File: src/rtl/port_pkg.sv
package port_pkg;
  localparam int FIRST_W  = 7;
  localparam int SECOND_W = 7;
  localparam int THIRD_W  = 2;
  localparam int ADDR_W   = 8;
  localparam int DATA_W   = 32;
  localparam int STRB_W   = 4;

  // register index; byte address is four times the index
  localparam logic [5:0] IDX_FIRST_DATA  = 6'h00;
  localparam logic [5:0] IDX_SECOND_DATA = 6'h01;
  localparam logic [5:0] IDX_THIRD_DATA  = 6'h02;
  localparam logic [5:0] IDX_FIRST_DIR   = 6'h04;
  localparam logic [5:0] IDX_SECOND_DIR  = 6'h05;
  localparam logic [5:0] IDX_THIRD_DIR   = 6'h06;

  // one-hot select positions
  localparam int REG_COUNT       = 6;
  localparam int SEL_FIRST_DATA  = 0;
  localparam int SEL_SECOND_DATA = 1;
  localparam int SEL_THIRD_DATA  = 2;
  localparam int SEL_FIRST_DIR   = 3;
  localparam int SEL_SECOND_DIR  = 4;
  localparam int SEL_THIRD_DIR   = 5;

  localparam logic [FIRST_W-1:0]  FIRST_DIR_RESET  = 7'h00;
  localparam logic [SECOND_W-1:0] SECOND_DIR_RESET = 7'h00;
  localparam logic [THIRD_W-1:0]  THIRD_DIR_RESET  = 2'h0;

  localparam logic [1:0] RESP_OKAY   = 2'h0;
  localparam logic [1:0] RESP_DECERR = 2'h3;

  // level handed to the pwm unit when a fault pin is not watched
  localparam logic FAULT_IDLE = 1'b0;

  function automatic logic [REG_COUNT-1:0] reg_decode(input logic [ADDR_W-1:0] addr);
    logic [5:0] idx;
    logic [REG_COUNT-1:0] sel;
    idx = addr[ADDR_W-1:2];
    sel = '0;
    sel[SEL_FIRST_DATA]  = (idx == IDX_FIRST_DATA);
    sel[SEL_SECOND_DATA] = (idx == IDX_SECOND_DATA);
    sel[SEL_THIRD_DATA]  = (idx == IDX_THIRD_DATA);
    sel[SEL_FIRST_DIR]   = (idx == IDX_FIRST_DIR);
    sel[SEL_SECOND_DIR]  = (idx == IDX_SECOND_DIR);
    sel[SEL_THIRD_DIR]   = (idx == IDX_THIRD_DIR);
    return sel;
  endfunction : reg_decode
endpackage : port_pkg

File: src/rtl/three_port_parallel_io.sv
// The AXI4-Lite register port was chosen for this implementation.
`timescale 1ns/100ps
module three_port_parallel_io (
  input  wire logic                           aclk,
  input  wire logic                           aresetn,
  // axi4-lite slave
  input  wire logic [port_pkg::ADDR_W-1:0]    s_axi_awaddr,
  input  wire logic                           s_axi_awvalid,
  output logic                                s_axi_awready,
  input  wire logic [port_pkg::DATA_W-1:0]    s_axi_wdata,
  input  wire logic [port_pkg::STRB_W-1:0]    s_axi_wstrb,
  input  wire logic                           s_axi_wvalid,
  output logic                                s_axi_wready,
  output logic [1:0]                          s_axi_bresp,
  output logic                                s_axi_bvalid,
  input  wire logic                           s_axi_bready,
  input  wire logic [port_pkg::ADDR_W-1:0]    s_axi_araddr,
  input  wire logic                           s_axi_arvalid,
  output logic                                s_axi_arready,
  output logic [port_pkg::DATA_W-1:0]         s_axi_rdata,
  output logic [1:0]                          s_axi_rresp,
  output logic                                s_axi_rvalid,
  input  wire logic                           s_axi_rready,
  // first port pins
  input  wire logic [port_pkg::FIRST_W-1:0]   first_pin_in,
  output logic [port_pkg::FIRST_W-1:0]        first_pin_out,
  output logic [port_pkg::FIRST_W-1:0]        first_pin_oe_n,
  // second port pins, shared with the serial comm unit
  input  wire logic [port_pkg::SECOND_W-1:0]  second_pin_in,
  output logic [port_pkg::SECOND_W-1:0]       second_pin_out,
  output logic [port_pkg::SECOND_W-1:0]       second_pin_oe_n,
  // third port pins
  input  wire logic [port_pkg::THIRD_W-1:0]   third_pin_in,
  output logic [port_pkg::THIRD_W-1:0]        third_pin_out,
  output logic [port_pkg::THIRD_W-1:0]        third_pin_oe_n,
  // to the motor pwm unit
  output logic                                first_fault_input,
  output logic                                fourth_fault_input
);
  import port_pkg::*;

  //////////////////////////////////////////////////////////////////////
  // write channel state
  logic                 aw_full_reg;
  logic                 w_full_reg;
  logic [ADDR_W-1:0]    awaddr_reg;
  logic [DATA_W-1:0]    wdata_reg;
  logic                 wlane0_reg;
  logic                 awready_reg;
  logic                 wready_reg;
  logic                 bvalid_reg;
  logic [1:0]           bresp_reg;
  // read channel state
  logic                 arready_reg;
  logic                 rvalid_reg;
  logic [DATA_W-1:0]    rdata_reg;
  logic [1:0]           rresp_reg;
  // fault outputs
  logic                 first_fault_reg;
  logic                 fourth_fault_reg;

  wire                  aw_hs;
  wire                  w_hs;
  wire                  ar_hs;
  wire                  do_write;
  wire                  aw_full_next;
  wire                  w_full_next;
  wire                  bvalid_next;
  wire                  rvalid_next;
  wire [REG_COUNT-1:0]  wr_sel;
  wire [REG_COUNT-1:0]  rd_sel;
  wire                  wr_hit;
  wire                  rd_hit;
  wire [DATA_W-1:0]     rd_word;
  wire                  first_fault_next;
  wire                  fourth_fault_next;

  wire [FIRST_W-1:0]    first_latch;
  wire [FIRST_W-1:0]    first_dir;
  wire [FIRST_W-1:0]    first_oe_n;
  wire [FIRST_W-1:0]    first_read;
  wire [SECOND_W-1:0]   second_latch;
  wire [SECOND_W-1:0]   second_dir;
  wire [SECOND_W-1:0]   second_oe_n;
  wire [SECOND_W-1:0]   second_read;
  wire [THIRD_W-1:0]    third_latch;
  wire [THIRD_W-1:0]    third_dir;
  wire [THIRD_W-1:0]    third_oe_n;
  wire [THIRD_W-1:0]    third_read;

  //////////////////////////////////////////////////////////////////////
  // handshakes and write sequencing
  assign aw_hs        = s_axi_awvalid & awready_reg;
  assign w_hs         = s_axi_wvalid & wready_reg;
  assign ar_hs        = s_axi_arvalid & arready_reg;
  // both halves held and no response pending
  assign do_write     = aw_full_reg & w_full_reg & ~bvalid_reg;
  assign aw_full_next = (aw_full_reg | aw_hs) & ~do_write;
  assign w_full_next  = (w_full_reg | w_hs) & ~do_write;
  assign bvalid_next  = do_write | (bvalid_reg & ~s_axi_bready);
  assign rvalid_next  = ar_hs | (rvalid_reg & ~s_axi_rready);

  // lanes 1..3 carry only unused bits, so only lane 0 matters
  assign wr_sel = reg_decode(awaddr_reg) & {REG_COUNT{do_write & wlane0_reg}};
  assign wr_hit = |reg_decode(awaddr_reg);
  assign rd_sel = reg_decode(s_axi_araddr);
  assign rd_hit = |rd_sel;

  // unused bits stay zero in the read word
  assign rd_word =
      ({DATA_W{rd_sel[SEL_FIRST_DATA]}}  & DATA_W'(first_read))
    | ({DATA_W{rd_sel[SEL_SECOND_DATA]}} & DATA_W'(second_read))
    | ({DATA_W{rd_sel[SEL_THIRD_DATA]}}  & DATA_W'(third_read))
    | ({DATA_W{rd_sel[SEL_FIRST_DIR]}}   & DATA_W'(first_dir))
    | ({DATA_W{rd_sel[SEL_SECOND_DIR]}}  & DATA_W'(second_dir))
    | ({DATA_W{rd_sel[SEL_THIRD_DIR]}}   & DATA_W'(third_dir));

  //////////////////////////////////////////////////////////////////////
  always_ff @(posedge aclk)
  begin
    if (!aresetn)
    begin
      aw_full_reg <= 1'b0;
      w_full_reg  <= 1'b0;
      awready_reg <= 1'b0;
      wready_reg  <= 1'b0;
      bvalid_reg  <= 1'b0;
      bresp_reg   <= RESP_OKAY;
    end
    else
    begin
      aw_full_reg <= aw_full_next;
      w_full_reg  <= w_full_next;
      awready_reg <= ~aw_full_next & ~bvalid_next;
      wready_reg  <= ~w_full_next & ~bvalid_next;
      bvalid_reg  <= bvalid_next;
      if (do_write)
        bresp_reg <= wr_hit ? RESP_OKAY : RESP_DECERR;
    end
  end

  // payload holders need no reset: only read while their flag is set
  always_ff @(posedge aclk)
  begin
    if (aw_hs)
      awaddr_reg <= s_axi_awaddr;
    if (w_hs)
    begin
      wdata_reg  <= s_axi_wdata;
      wlane0_reg <= s_axi_wstrb[0];
    end
  end

  always_ff @(posedge aclk)
  begin
    if (!aresetn)
    begin
      arready_reg <= 1'b0;
      rvalid_reg  <= 1'b0;
      rdata_reg   <= '0;
      rresp_reg   <= RESP_OKAY;
    end
    else
    begin
      arready_reg <= ~rvalid_next;
      rvalid_reg  <= rvalid_next;
      if (ar_hs)
      begin
        rdata_reg <= rd_word;
        rresp_reg <= rd_hit ? RESP_OKAY : RESP_DECERR;
      end
    end
  end

  //////////////////////////////////////////////////////////////////////
  port_bank #(.WIDTH(FIRST_W), .DIR_RESET(FIRST_DIR_RESET)) first_bank (
    .aclk       (aclk),
    .aresetn    (aresetn),
    .data_we    (wr_sel[SEL_FIRST_DATA]),
    .dir_we     (wr_sel[SEL_FIRST_DIR]),
    .wr_value   (wdata_reg[FIRST_W-1:0]),
    .pin_in     (first_pin_in),
    .latch_reg  (first_latch),
    .dir_reg    (first_dir),
    .oe_n_reg   (first_oe_n),
    .read_value (first_read)
  );

  port_bank #(.WIDTH(SECOND_W), .DIR_RESET(SECOND_DIR_RESET)) second_bank (
    .aclk       (aclk),
    .aresetn    (aresetn),
    .data_we    (wr_sel[SEL_SECOND_DATA]),
    .dir_we     (wr_sel[SEL_SECOND_DIR]),
    .wr_value   (wdata_reg[SECOND_W-1:0]),
    .pin_in     (second_pin_in),
    .latch_reg  (second_latch),
    .dir_reg    (second_dir),
    .oe_n_reg   (second_oe_n),
    .read_value (second_read)
  );

  port_bank #(.WIDTH(THIRD_W), .DIR_RESET(THIRD_DIR_RESET)) third_bank (
    .aclk       (aclk),
    .aresetn    (aresetn),
    .data_we    (wr_sel[SEL_THIRD_DATA]),
    .dir_we     (wr_sel[SEL_THIRD_DIR]),
    .wr_value   (wdata_reg[THIRD_W-1:0]),
    .pin_in     (third_pin_in),
    .latch_reg  (third_latch),
    .dir_reg    (third_dir),
    .oe_n_reg   (third_oe_n),
    .read_value (third_read)
  );

  //////////////////////////////////////////////////////////////////////
  // an output pin must not look like a fault to the pwm unit
  assign first_fault_next  = third_dir[0] ? FAULT_IDLE : third_pin_in[0];
  assign fourth_fault_next = third_dir[1] ? FAULT_IDLE : third_pin_in[1];

  always_ff @(posedge aclk)
  begin
    if (!aresetn)
    begin
      first_fault_reg  <= FAULT_IDLE;
      fourth_fault_reg <= FAULT_IDLE;
    end
    else
    begin
      first_fault_reg  <= first_fault_next;
      fourth_fault_reg <= fourth_fault_next;
    end
  end

  //////////////////////////////////////////////////////////////////////
  assign s_axi_awready      = awready_reg;
  assign s_axi_wready       = wready_reg;
  assign s_axi_bvalid       = bvalid_reg;
  assign s_axi_bresp        = bresp_reg;
  assign s_axi_arready      = arready_reg;
  assign s_axi_rvalid       = rvalid_reg;
  assign s_axi_rdata        = rdata_reg;
  assign s_axi_rresp        = rresp_reg;
  assign first_pin_out      = first_latch;
  assign first_pin_oe_n     = first_oe_n;
  assign second_pin_out     = second_latch;
  assign second_pin_oe_n    = second_oe_n;
  assign third_pin_out      = third_latch;
  assign third_pin_oe_n     = third_oe_n;
  assign first_fault_input  = first_fault_reg;
  assign fourth_fault_input = fourth_fault_reg;

  //////////////////////////////////////////////////////////////////////
  // checks
  property p_dir_reset;
    @(posedge aclk) !aresetn |=> (first_dir == FIRST_DIR_RESET)
      && (second_dir == SECOND_DIR_RESET) && (third_dir == THIRD_DIR_RESET);
  endproperty
  a_dir_reset: assert property (p_dir_reset)
    else $error("direction bits not cleared by reset");

  // case equality: a latch stays unknown until its first write
  property p_latch_keeps;
    @(posedge aclk) !aresetn |=> (first_latch === $past(first_latch))
      && (second_latch === $past(second_latch)) && (third_latch === $past(third_latch));
  endproperty
  a_latch_keeps: assert property (p_latch_keeps)
    else $error("data latch changed by reset");

  property p_oe_follows_dir;
    @(posedge aclk) disable iff (!aresetn)
      (first_pin_oe_n == ~first_dir) && (second_pin_oe_n == ~second_dir)
      && (third_pin_oe_n == ~third_dir);
  endproperty
  a_oe_follows_dir: assert property (p_oe_follows_dir)
    else $error("pin enable disagrees with direction");

  property p_first_latch_write;
    @(posedge aclk) disable iff (!aresetn)
      do_write && wlane0_reg && (awaddr_reg[ADDR_W-1:2] == IDX_FIRST_DATA)
      |=> first_latch == $past(wdata_reg[FIRST_W-1:0]);
  endproperty
  a_first_latch_write: assert property (p_first_latch_write)
    else $error("first port latch missed a write");

  property p_read_first;
    @(posedge aclk) disable iff (!aresetn)
      ar_hs && (s_axi_araddr[ADDR_W-1:2] == IDX_FIRST_DATA)
      |=> s_axi_rvalid && (s_axi_rdata[FIRST_W-1:0] ==
          (($past(first_latch) & $past(first_dir))
          | ($past(first_pin_in) & ~$past(first_dir))));
  endproperty
  a_read_first: assert property (p_read_first)
    else $error("first port read mixes latch and pin wrongly");

  property p_read_second;
    @(posedge aclk) disable iff (!aresetn)
      ar_hs && (s_axi_araddr[ADDR_W-1:2] == IDX_SECOND_DATA)
      |=> (s_axi_rdata[SECOND_W-1:0] == (($past(second_latch) & $past(second_dir))
          | ($past(second_pin_in) & ~$past(second_dir))));
  endproperty
  a_read_second: assert property (p_read_second)
    else $error("second port read mixes latch and pin wrongly");

  property p_read_third;
    @(posedge aclk) disable iff (!aresetn)
      ar_hs && (s_axi_araddr[ADDR_W-1:2] == IDX_THIRD_DATA)
      |=> (s_axi_rdata[THIRD_W-1:0] == (($past(third_latch) & $past(third_dir))
          | ($past(third_pin_in) & ~$past(third_dir))));
  endproperty
  a_read_third: assert property (p_read_third)
    else $error("third port read mixes latch and pin wrongly");

  property p_unused_zero;
    @(posedge aclk) disable iff (!aresetn)
      s_axi_rvalid |-> (s_axi_rdata[DATA_W-1:FIRST_W] == '0);
  endproperty
  a_unused_zero: assert property (p_unused_zero)
    else $error("unused read bits not zero");

  property p_fault_masked;
    @(posedge aclk) disable iff (!aresetn)
      third_dir[0] |=> (first_fault_input == FAULT_IDLE);
  endproperty
  a_fault_masked: assert property (p_fault_masked)
    else $error("output pin still feeds first fault input");

  property p_fault_passes;
    @(posedge aclk) disable iff (!aresetn)
      // release edge: the fault flop still takes its reset level there
      aresetn && !third_dir[1] |=> (fourth_fault_input == $past(third_pin_in[1]));
  endproperty
  a_fault_passes: assert property (p_fault_passes)
    else $error("input pin level not passed to fourth fault input");

  property p_write_answer;
    @(posedge aclk) disable iff (!aresetn)
      aw_hs && w_hs && !bvalid_reg |=> do_write ##1 s_axi_bvalid;
  endproperty
  a_write_answer: assert property (p_write_answer)
    else $error("write response not two cycles after handshake");

  c_write: cover property (@(posedge aclk) disable iff (!aresetn)
    s_axi_bvalid && s_axi_bready);
  c_read: cover property (@(posedge aclk) disable iff (!aresetn)
    s_axi_rvalid && s_axi_rready && (s_axi_rresp == RESP_OKAY));
  c_fault_mask: cover property (@(posedge aclk) disable iff (!aresetn)
    $rose(third_dir[0]) ##1 third_pin_in[0]);
  c_decerr: cover property (@(posedge aclk) disable iff (!aresetn)
    s_axi_bvalid && (s_axi_bresp == RESP_DECERR));
endmodule : three_port_parallel_io

File: src/rtl/port_bank.sv
`timescale 1ns/100ps
module port_bank #(
  parameter int               WIDTH     = 7,
  parameter logic [WIDTH-1:0] DIR_RESET = '0
) (
  input  wire logic             aclk,
  input  wire logic             aresetn,
  input  wire logic             data_we,
  input  wire logic             dir_we,
  input  wire logic [WIDTH-1:0] wr_value,
  input  wire logic [WIDTH-1:0] pin_in,
  output logic      [WIDTH-1:0] latch_reg,
  output logic      [WIDTH-1:0] dir_reg,
  output logic      [WIDTH-1:0] oe_n_reg,
  output logic      [WIDTH-1:0] read_value
);
  //////////////////////////////////////////////////////////////////////
  // latch has no reset on purpose: its content survives reset
  always_ff @(posedge aclk)
  begin
    if (data_we)
      latch_reg <= wr_value;
  end

  // enable kept in its own flop so the pin driver comes straight off a register
  always_ff @(posedge aclk)
  begin
    if (!aresetn)
    begin
      dir_reg  <= DIR_RESET;
      oe_n_reg <= ~DIR_RESET;
    end
    else if (dir_we)
    begin
      dir_reg  <= wr_value;
      oe_n_reg <= ~wr_value;
    end
  end

  //////////////////////////////////////////////////////////////////////
  assign read_value = (latch_reg & dir_reg) | (pin_in & ~dir_reg);
endmodule : port_bank

File: config.mk
export PLATFORM = sky130hd
export DESIGN_NAME = three_port_parallel_io
export DESIGN_NICKNAME = d
export VERILOG_FILES = /design/src/rtl/port_pkg.sv /design/src/rtl/three_port_parallel_io.sv /design/src/rtl/port_bank.sv
export SDC_FILE = /design/constraint.sdc
export NUM_CORES = 1
export LEC_CHECK = 0
export ABC_AREA = 1
export BUFFER_PORTS_ARGS = -buffer_cell sky130_fd_sc_hd__buf_2
export CAP_MARGIN = 40
export CELL_PAD_IN_SITES_DETAIL_PLACEMENT = 1
export CELL_PAD_IN_SITES_GLOBAL_PLACEMENT = 2
export CORE_MARGIN = 10
export CORE_UTILIZATION = 26
export DETAILED_ROUTE_END_ITERATION = 6
export GPL_TIMING_DRIVEN = 0
export PLACE_DENSITY_LB_ADDON = 0.1
export SETUP_SLACK_MARGIN = 0.02
export SLEW_MARGIN = 20
export SYNTH_ARGS = -nofsm -noshare
export SYNTH_HDL_FRONTEND = slang
export SYNTH_SLANG_ARGS = --single-unit
File: constraint.sdc
create_clock -name aclk -period 2.07 [get_ports aclk]
set_input_delay 0.207 -clock aclk [delete_from_list [all_inputs] [get_ports aclk]]
set_output_delay 0.207 -clock aclk [all_outputs]
set_load 0.03 [all_outputs]
After elaboration in Yosys (flattened, before gate mapping)
Cells that the tools add are included.
{ "word_totals": {"register_bits": 109, "inputBits": 75, "elab_cells": 93} }
{ "classes": {"eq_ne": 10, "mux": 2, "bitwise_logic": 51, "n_reduce_logical": 6} }
{ "ops": {"columns": ["op", "n"], "rows": [
  ["OR 32 bit", 5],
  ["AND 32 x 7 -> 32 bit", 4],
  ["AND 32 x 2 -> 32 bit", 2],
  ["equality test 6 x 3 -> 1 bit, second input constant", 6],
  ["AND 7 bit", 4],
  ["inverter 7 bit", 3],
  ["OR 7 bit", 2],
  ["AND 1 bit", 12],
  ["equality test 6 x 1 -> 1 bit, second input constant", 2],
  ["equality test 6 x 2 -> 1 bit, second input constant", 2],
  ["logical NOT 6 bit", 2],
  ["OR reduction 6 bit", 2],
  ["inverter 1 bit", 9],
  ["AND 6 bit", 1],
  ["AND 2 bit", 2],
  ["2-to-1 mux 2 bit", 2],
  ["inverter 2 bit", 2],
  ["OR 1 bit", 4],
  ["OR reduction 2 bit", 2],
  ["OR 2 bit", 1]
]} }

Longest topological paths before layout
{ "logic_depth": {"depth_word": 9, "depth_mapped": 9} }

Cells and area by module
Synthesis repeated with hierarchy kept, for this count alone.
{ "unflattened": {"cells_unflattened": 434, "area_unflattened_um2": 3534.6} }
{ "by_module_without_submodules": {"columns": ["mod", "instances", "cells_each", "area_per_inst_um2"], "rows": [
  ["three_port_parallel_io", 1, 220, 1720.4],
  ["port_bank (first_bank ...)", 2, 94, 793.3],
  ["port_bank (third_bank)", 1, 26, 227.7]
]} }

Worst setup path before layout
Ideal clock, no wire load.
{ "synth_path": {"kind": "reg2reg", "from": "reg bvalid_reg, in the netlist s_axi_bvalid", "to": "reg first_bank.latch_reg[0] (enable)", "setup_ps": 380, "arrival_time_ps": 1540, "slack_ps": 149, "path_stages_with_launch": 7, "path_buffers": 1, "synth_period_minus_slack_ps": 1921, "cell_sequence": "dfxtp_1 -> nor2_4 -> nand2_4 -> buf_6 -> inv_1 -> nand3_1 -> nor3_1"} }
{ "synth_via": {"elab_chain_cells": 4} }
{ "synth_rtl": {"columns": ["element", "line", "source"], "rows": [
  ["start: declaration", "three_port_parallel_io.sv:51", "logic bvalid_reg;"],
  ["start signal: assignment", "three_port_parallel_io.sv:136", "bvalid_reg <= bvalid_next;"],
  ["inverter 1 bit", "three_port_parallel_io.sv:97", "assign do_write = aw_full_reg & w_full_reg & ~bvalid_reg;"],
  ["AND 1 bit", "three_port_parallel_io.sv:97", null],
  ["AND 1 bit", "three_port_parallel_io.sv:104", "assign wr_sel = reg_decode(awaddr_reg) & {REG_COUNT{do_write & wlane0_reg}};"],
  ["AND 6 bit", "three_port_parallel_io.sv:104", null],
  ["net first_bank.data_we", "port_bank.sv:8", "input wire logic data_we,"],
  ["end signal: assignment", "port_bank.sv:22", "latch_reg <= wr_value;"],
  ["end: declaration", "port_bank.sv:12", "output logic [WIDTH-1:0] latch_reg,"]
]} }
The timed path passes the listed nets, and every way through them passes these cells.
A chain may end at the register's enable or synchronous reset.

Worst setup path after layout
{ "layout_path": {"from": "reg aw_full_reg", "to": "reg first_bank.latch_reg[2] (enable)"} }
{ "layout_via": {"elab_chain_cells": 4} }
{ "layout_rtl": {"columns": ["element", "line", "source"], "rows": [
  ["start: declaration", "three_port_parallel_io.sv:44", "logic aw_full_reg;"],
  ["start signal: assignment", "three_port_parallel_io.sv:132", "aw_full_reg <= aw_full_next;"],
  ["AND 1 bit (2 in series)", "three_port_parallel_io.sv:97", null],
  ["AND 1 bit", "three_port_parallel_io.sv:104", null],
  ["AND 6 bit", "three_port_parallel_io.sv:104", null],
  ["net first_bank.data_we", "port_bank.sv:8", null]
]} }
The timed path passes the listed nets, and every way through them passes these cells.

==> impl_results.md <==
* Worst-margin pin slew at 0.660 ns
* Die H at 135 µm
* Hold wc startpoint: s_axi_wdata[3]
* Max-slew violations at 0
* Number of nets in the final layout at 605
* Largest fanout of any net on the critical path at 10
* Peak supply drop at 0.354 mV
* Critical Path Start Type: flop
* Summed instance area of the synthesized netlist at 0.00344 mm²
* Top flip-flop cell by instance count after synthesis: sky130_fd_sc_hd__dfxtp_1
* TritonCTS clock tree: built
* Post-layout total power at 3.67 mW
* Global placer's final weighted congestion at 0.779
* Most frequent cell after synthesis: sky130_fd_sc_hd__nand2_1
* Yosys warning count at 0
* Delay-heaviest family, CP: simple AND/OR/NAND/NOR gates
* Status: finished clean
* Synth area leaders: sky130_fd_sc_hd__dfxtp_1 29%, sky130_fd_sc_hd__edfxtp_1 26%, sky130_fd_sc_hd__nand2_1 12%
* Root buffer cell: sky130_fd_sc_hd__clkbuf_16
* Clk sinks at 80
* Fillers at 1580
* Number of cells on the worst hold path at 1
* Most area-hungry cell type in the Yosys netlist: sky130_fd_sc_hd__dfxtp_1
* Sequential-to-total area share from yosys stat at 55.2%
* Antenna violations before repair at 0
* Layout-stage area growth over the synthesis result at 31.5%
* Number of enable flip-flop cells after synthesis at 30
* Stage delay of the slowest cell on the critical path at 0.36 ns
* Path category of the worst min-delay check: primary input to flop
* Unrepaired setup endpoints after global routing: false
* Post-Synthesis Mean Instance Area at 8.55 µm²
* I/O pin count at 150
* Post-DR vias/cell at 4.12
* Highest achievable clock rate at 544 MHz
* Drt first pass iters at 4
* Reg-to-Reg Start: aw_full_reg
* Setup CP Type: flop to flop
* Post-detailed-placement half-perimeter wirelength at 9030 µm
* Worst path slowest cell: sky130_fd_sc_hd__dfxtp_1
* GRT Residual Overflow at 0
* Cells along the critical path: nand2_2 -> nor2_4 -> nand2_4 -> buf_6 -> inv_1 -> nand3_1 -> nor3_2 -> buf_2
* Worst hold endpoint: wdata_reg[3]
* Core Area at 0.0128 mm²
* Logic depth of the worst setup path including buffers at 8
* Final hold violation count at 0
* Post-route clock skew at 0.00685 ns
* Largest net degree at the start of global routing at 14
* FF-to-FF path depth at 8
* Leakage power at 2.03 nW
* Synthesis-stage register bit count at 80
* Worst Path Required at 2.12 ns
* Part of the cycle the worst path needs at 88.8%
* Overall fraction of global-route tracks in use at 12.1%
* Die Area at 0.0183 mm²
* Insertion delay to the later sink of the worst-skew pair at 0.34 ns
* Instance count of the mapped netlist at 403
* Most used standard cells in the synthesized netlist: 110 x sky130_fd_sc_hd__nand2_1, 50 x sky130_fd_sc_hd__dfxtp_1, 43 x sky130_fd_sc_hd__o21ai_0, 37 x sky130_fd_sc_hd__nor2_1, 35 x sky130_fd_sc_hd__inv_1
* Finish-stage setup viols at 0
* Fraction of layout instances using a drive strength above 1 at 28.0%
* Clock period minus worst slack at 1.84 ns
* Accumulated negative setup slack at 0 ns
* Capture point of the worst reg-to-reg path: first_bank.latch_reg[2]
* Routed via count at 2912
* Max-capacitance violation count at 0
* Initial detailed-routing violation count at 121
* Number of routed nets with antenna violations at 0
* Power per standard cell area at 810 mW/mm²
* Effective utilization at floorplan at 27.0%
* Distinct cell type count of the synthesized netlist at 23
* Critical Path End Type: flop
* Total clock buffers created by CTS at 9
* Relative slew slack at 56.0%
* Number of levels the H-tree was split into at 3
* Number of standard-cell rows in the floorplan at 41
* Diode count at 0
* First-pass GRT wire length at 17200 µm
* Number of buffers added on ports at 91
* Final wirelength at 11000 µm
* Number of DRC violations after detailed routing at 0
* Number of buffer and inverter stages on the critical path at 3
* Routed len/inst at 15.5 µm
* Die Width at 135 µm
* Proportion of register bits with asynchronous set or reset after synthesis at 0%
* Number of buffers added to fix hold violations after cts at 0
* Max Root-Sink Buffers at 2
* Top-area cell type share of the netlist area at 29.1%
* FF-to-FF setup slack at 0.23 ns
* Data arrival, critical path at 1.89 ns
* Number of global-route vias before repair at 3109
* CTS clock-pin slew for the worst setup and hold paths at 0.06 ns
==> kinds of logic (layout without fill, tap and decap cells) <==
group	Yosys count	in the layout	share of synthesized area, %
buffers and inverters	71	179	11.3
DFF	80	80	55.2
AOI/OAI and AO/OA	68	68	9.88
other	1	25	0.109
and+or+nand+nor	183	183	23.5
==> worst max-delay path by stage <==
stage                     slack, ns    startpoint                      end
after floorplan                0.15  s_axi_bvalid  first_bank.latch_reg[0]
after global placement        -0.22   aw_full_reg  first_bank.latch_reg[4]
after global routing           0.05   aw_full_reg  first_bank.latch_reg[3]
final                          0.23   aw_full_reg  first_bank.latch_reg[2]
after CTS                      0.05   aw_full_reg  first_bank.latch_reg[2]
after detailed placement       0.05   aw_full_reg  first_bank.latch_reg[4]
==> per-layer routing <==
| layer | vias to the layer above | routed length, µm | GRT usage [%] |
|---|---|---|---|
| met5 | - | 0 | 0 |
| met1 | 1305 | 5090 | 15.3 |
| met3 | 11 | 861 | 4.38 |
| li1 | 1516 | - | - |
| met4 | 0 | 189 | 5.02 |
| met2 | 80 | 4840 | 18.4 |
==> cell usage in the layout (no fill, tap or decap), types with 4 or more instances in the layout <==
| cell type | instances |
|---|---|
| sky130_fd_sc_hd__a21oi_1 | 25 |
| sky130_fd_sc_hd__o21ai_0 | 43 |
| sky130_fd_sc_hd__clkbuf_16 | 11 |
| sky130_fd_sc_hd__edfxtp_1 | 30 |
| sky130_fd_sc_hd__buf_2 | 92 |
| sky130_fd_sc_hd__dfxtp_1 | 50 |
| sky130_fd_sc_hd__nor2_1 | 36 |
| sky130_fd_sc_hd__nor3_1 | 4 |
| sky130_fd_sc_hd__clkbuf_1 | 6 |
| sky130_fd_sc_hd__buf_4 | 28 |
| sky130_fd_sc_hd__nand3_1 | 17 |
| sky130_fd_sc_hd__inv_1 | 35 |
| sky130_fd_sc_hd__conb_1 | 25 |
| sky130_fd_sc_hd__nand2_1 | 110 |
==> power by group <==
part / switching, mW / internal, mW
clock: 0.652 / 0.986
sequential: 0.0270 / 1.67
combinational: 0.225 / 0.108
total: 0.903 / 2.76
==> per-stage QoR <==
step           area (µm²)  std cells  utilization [%]  setup slack, ns  hold slack, ns
3_3_place_gp         4210        690             32.9           -0.216           0.385
6_report             4530        707             35.4            0.233          0.0352
2_1_floorplan        3530        427                -            0.149           0.306
5_1_grt              4530        707             35.4           0.0509          0.0225
3_5_place_dp         4210        691             33.0           0.0549           0.386
4_1_cts              4520        707             35.4           0.0548          0.0226
==> cell type report <==
| type | instances | area [µm²] | area share, % |
|---|---|---|---|
| Sequential cell | 80 | 1900 | 42.0 |
| Multi-Input combinational cell | 276 | 1250 | 27.6 |
| Timing Repair Buffer | 92 | 460 | 10.2 |
| Clock buffer | 12 | 289 | 6.38 |
| Buffer | 36 | 259 | 5.72 |
| Tap cell | 172 | 215 | 4.75 |
| Inverter | 35 | 131 | 2.90 |
| Clock inverter | 4 | 21.3 | 0.470 |
==> timing repair <==
item,CTS,global route
resized for setup,0,2
setup buffers,0,0
endpoints found under the setup margin,0,12
endpoints found under the hold margin,0,0
(Power assumes the default switching activity.)
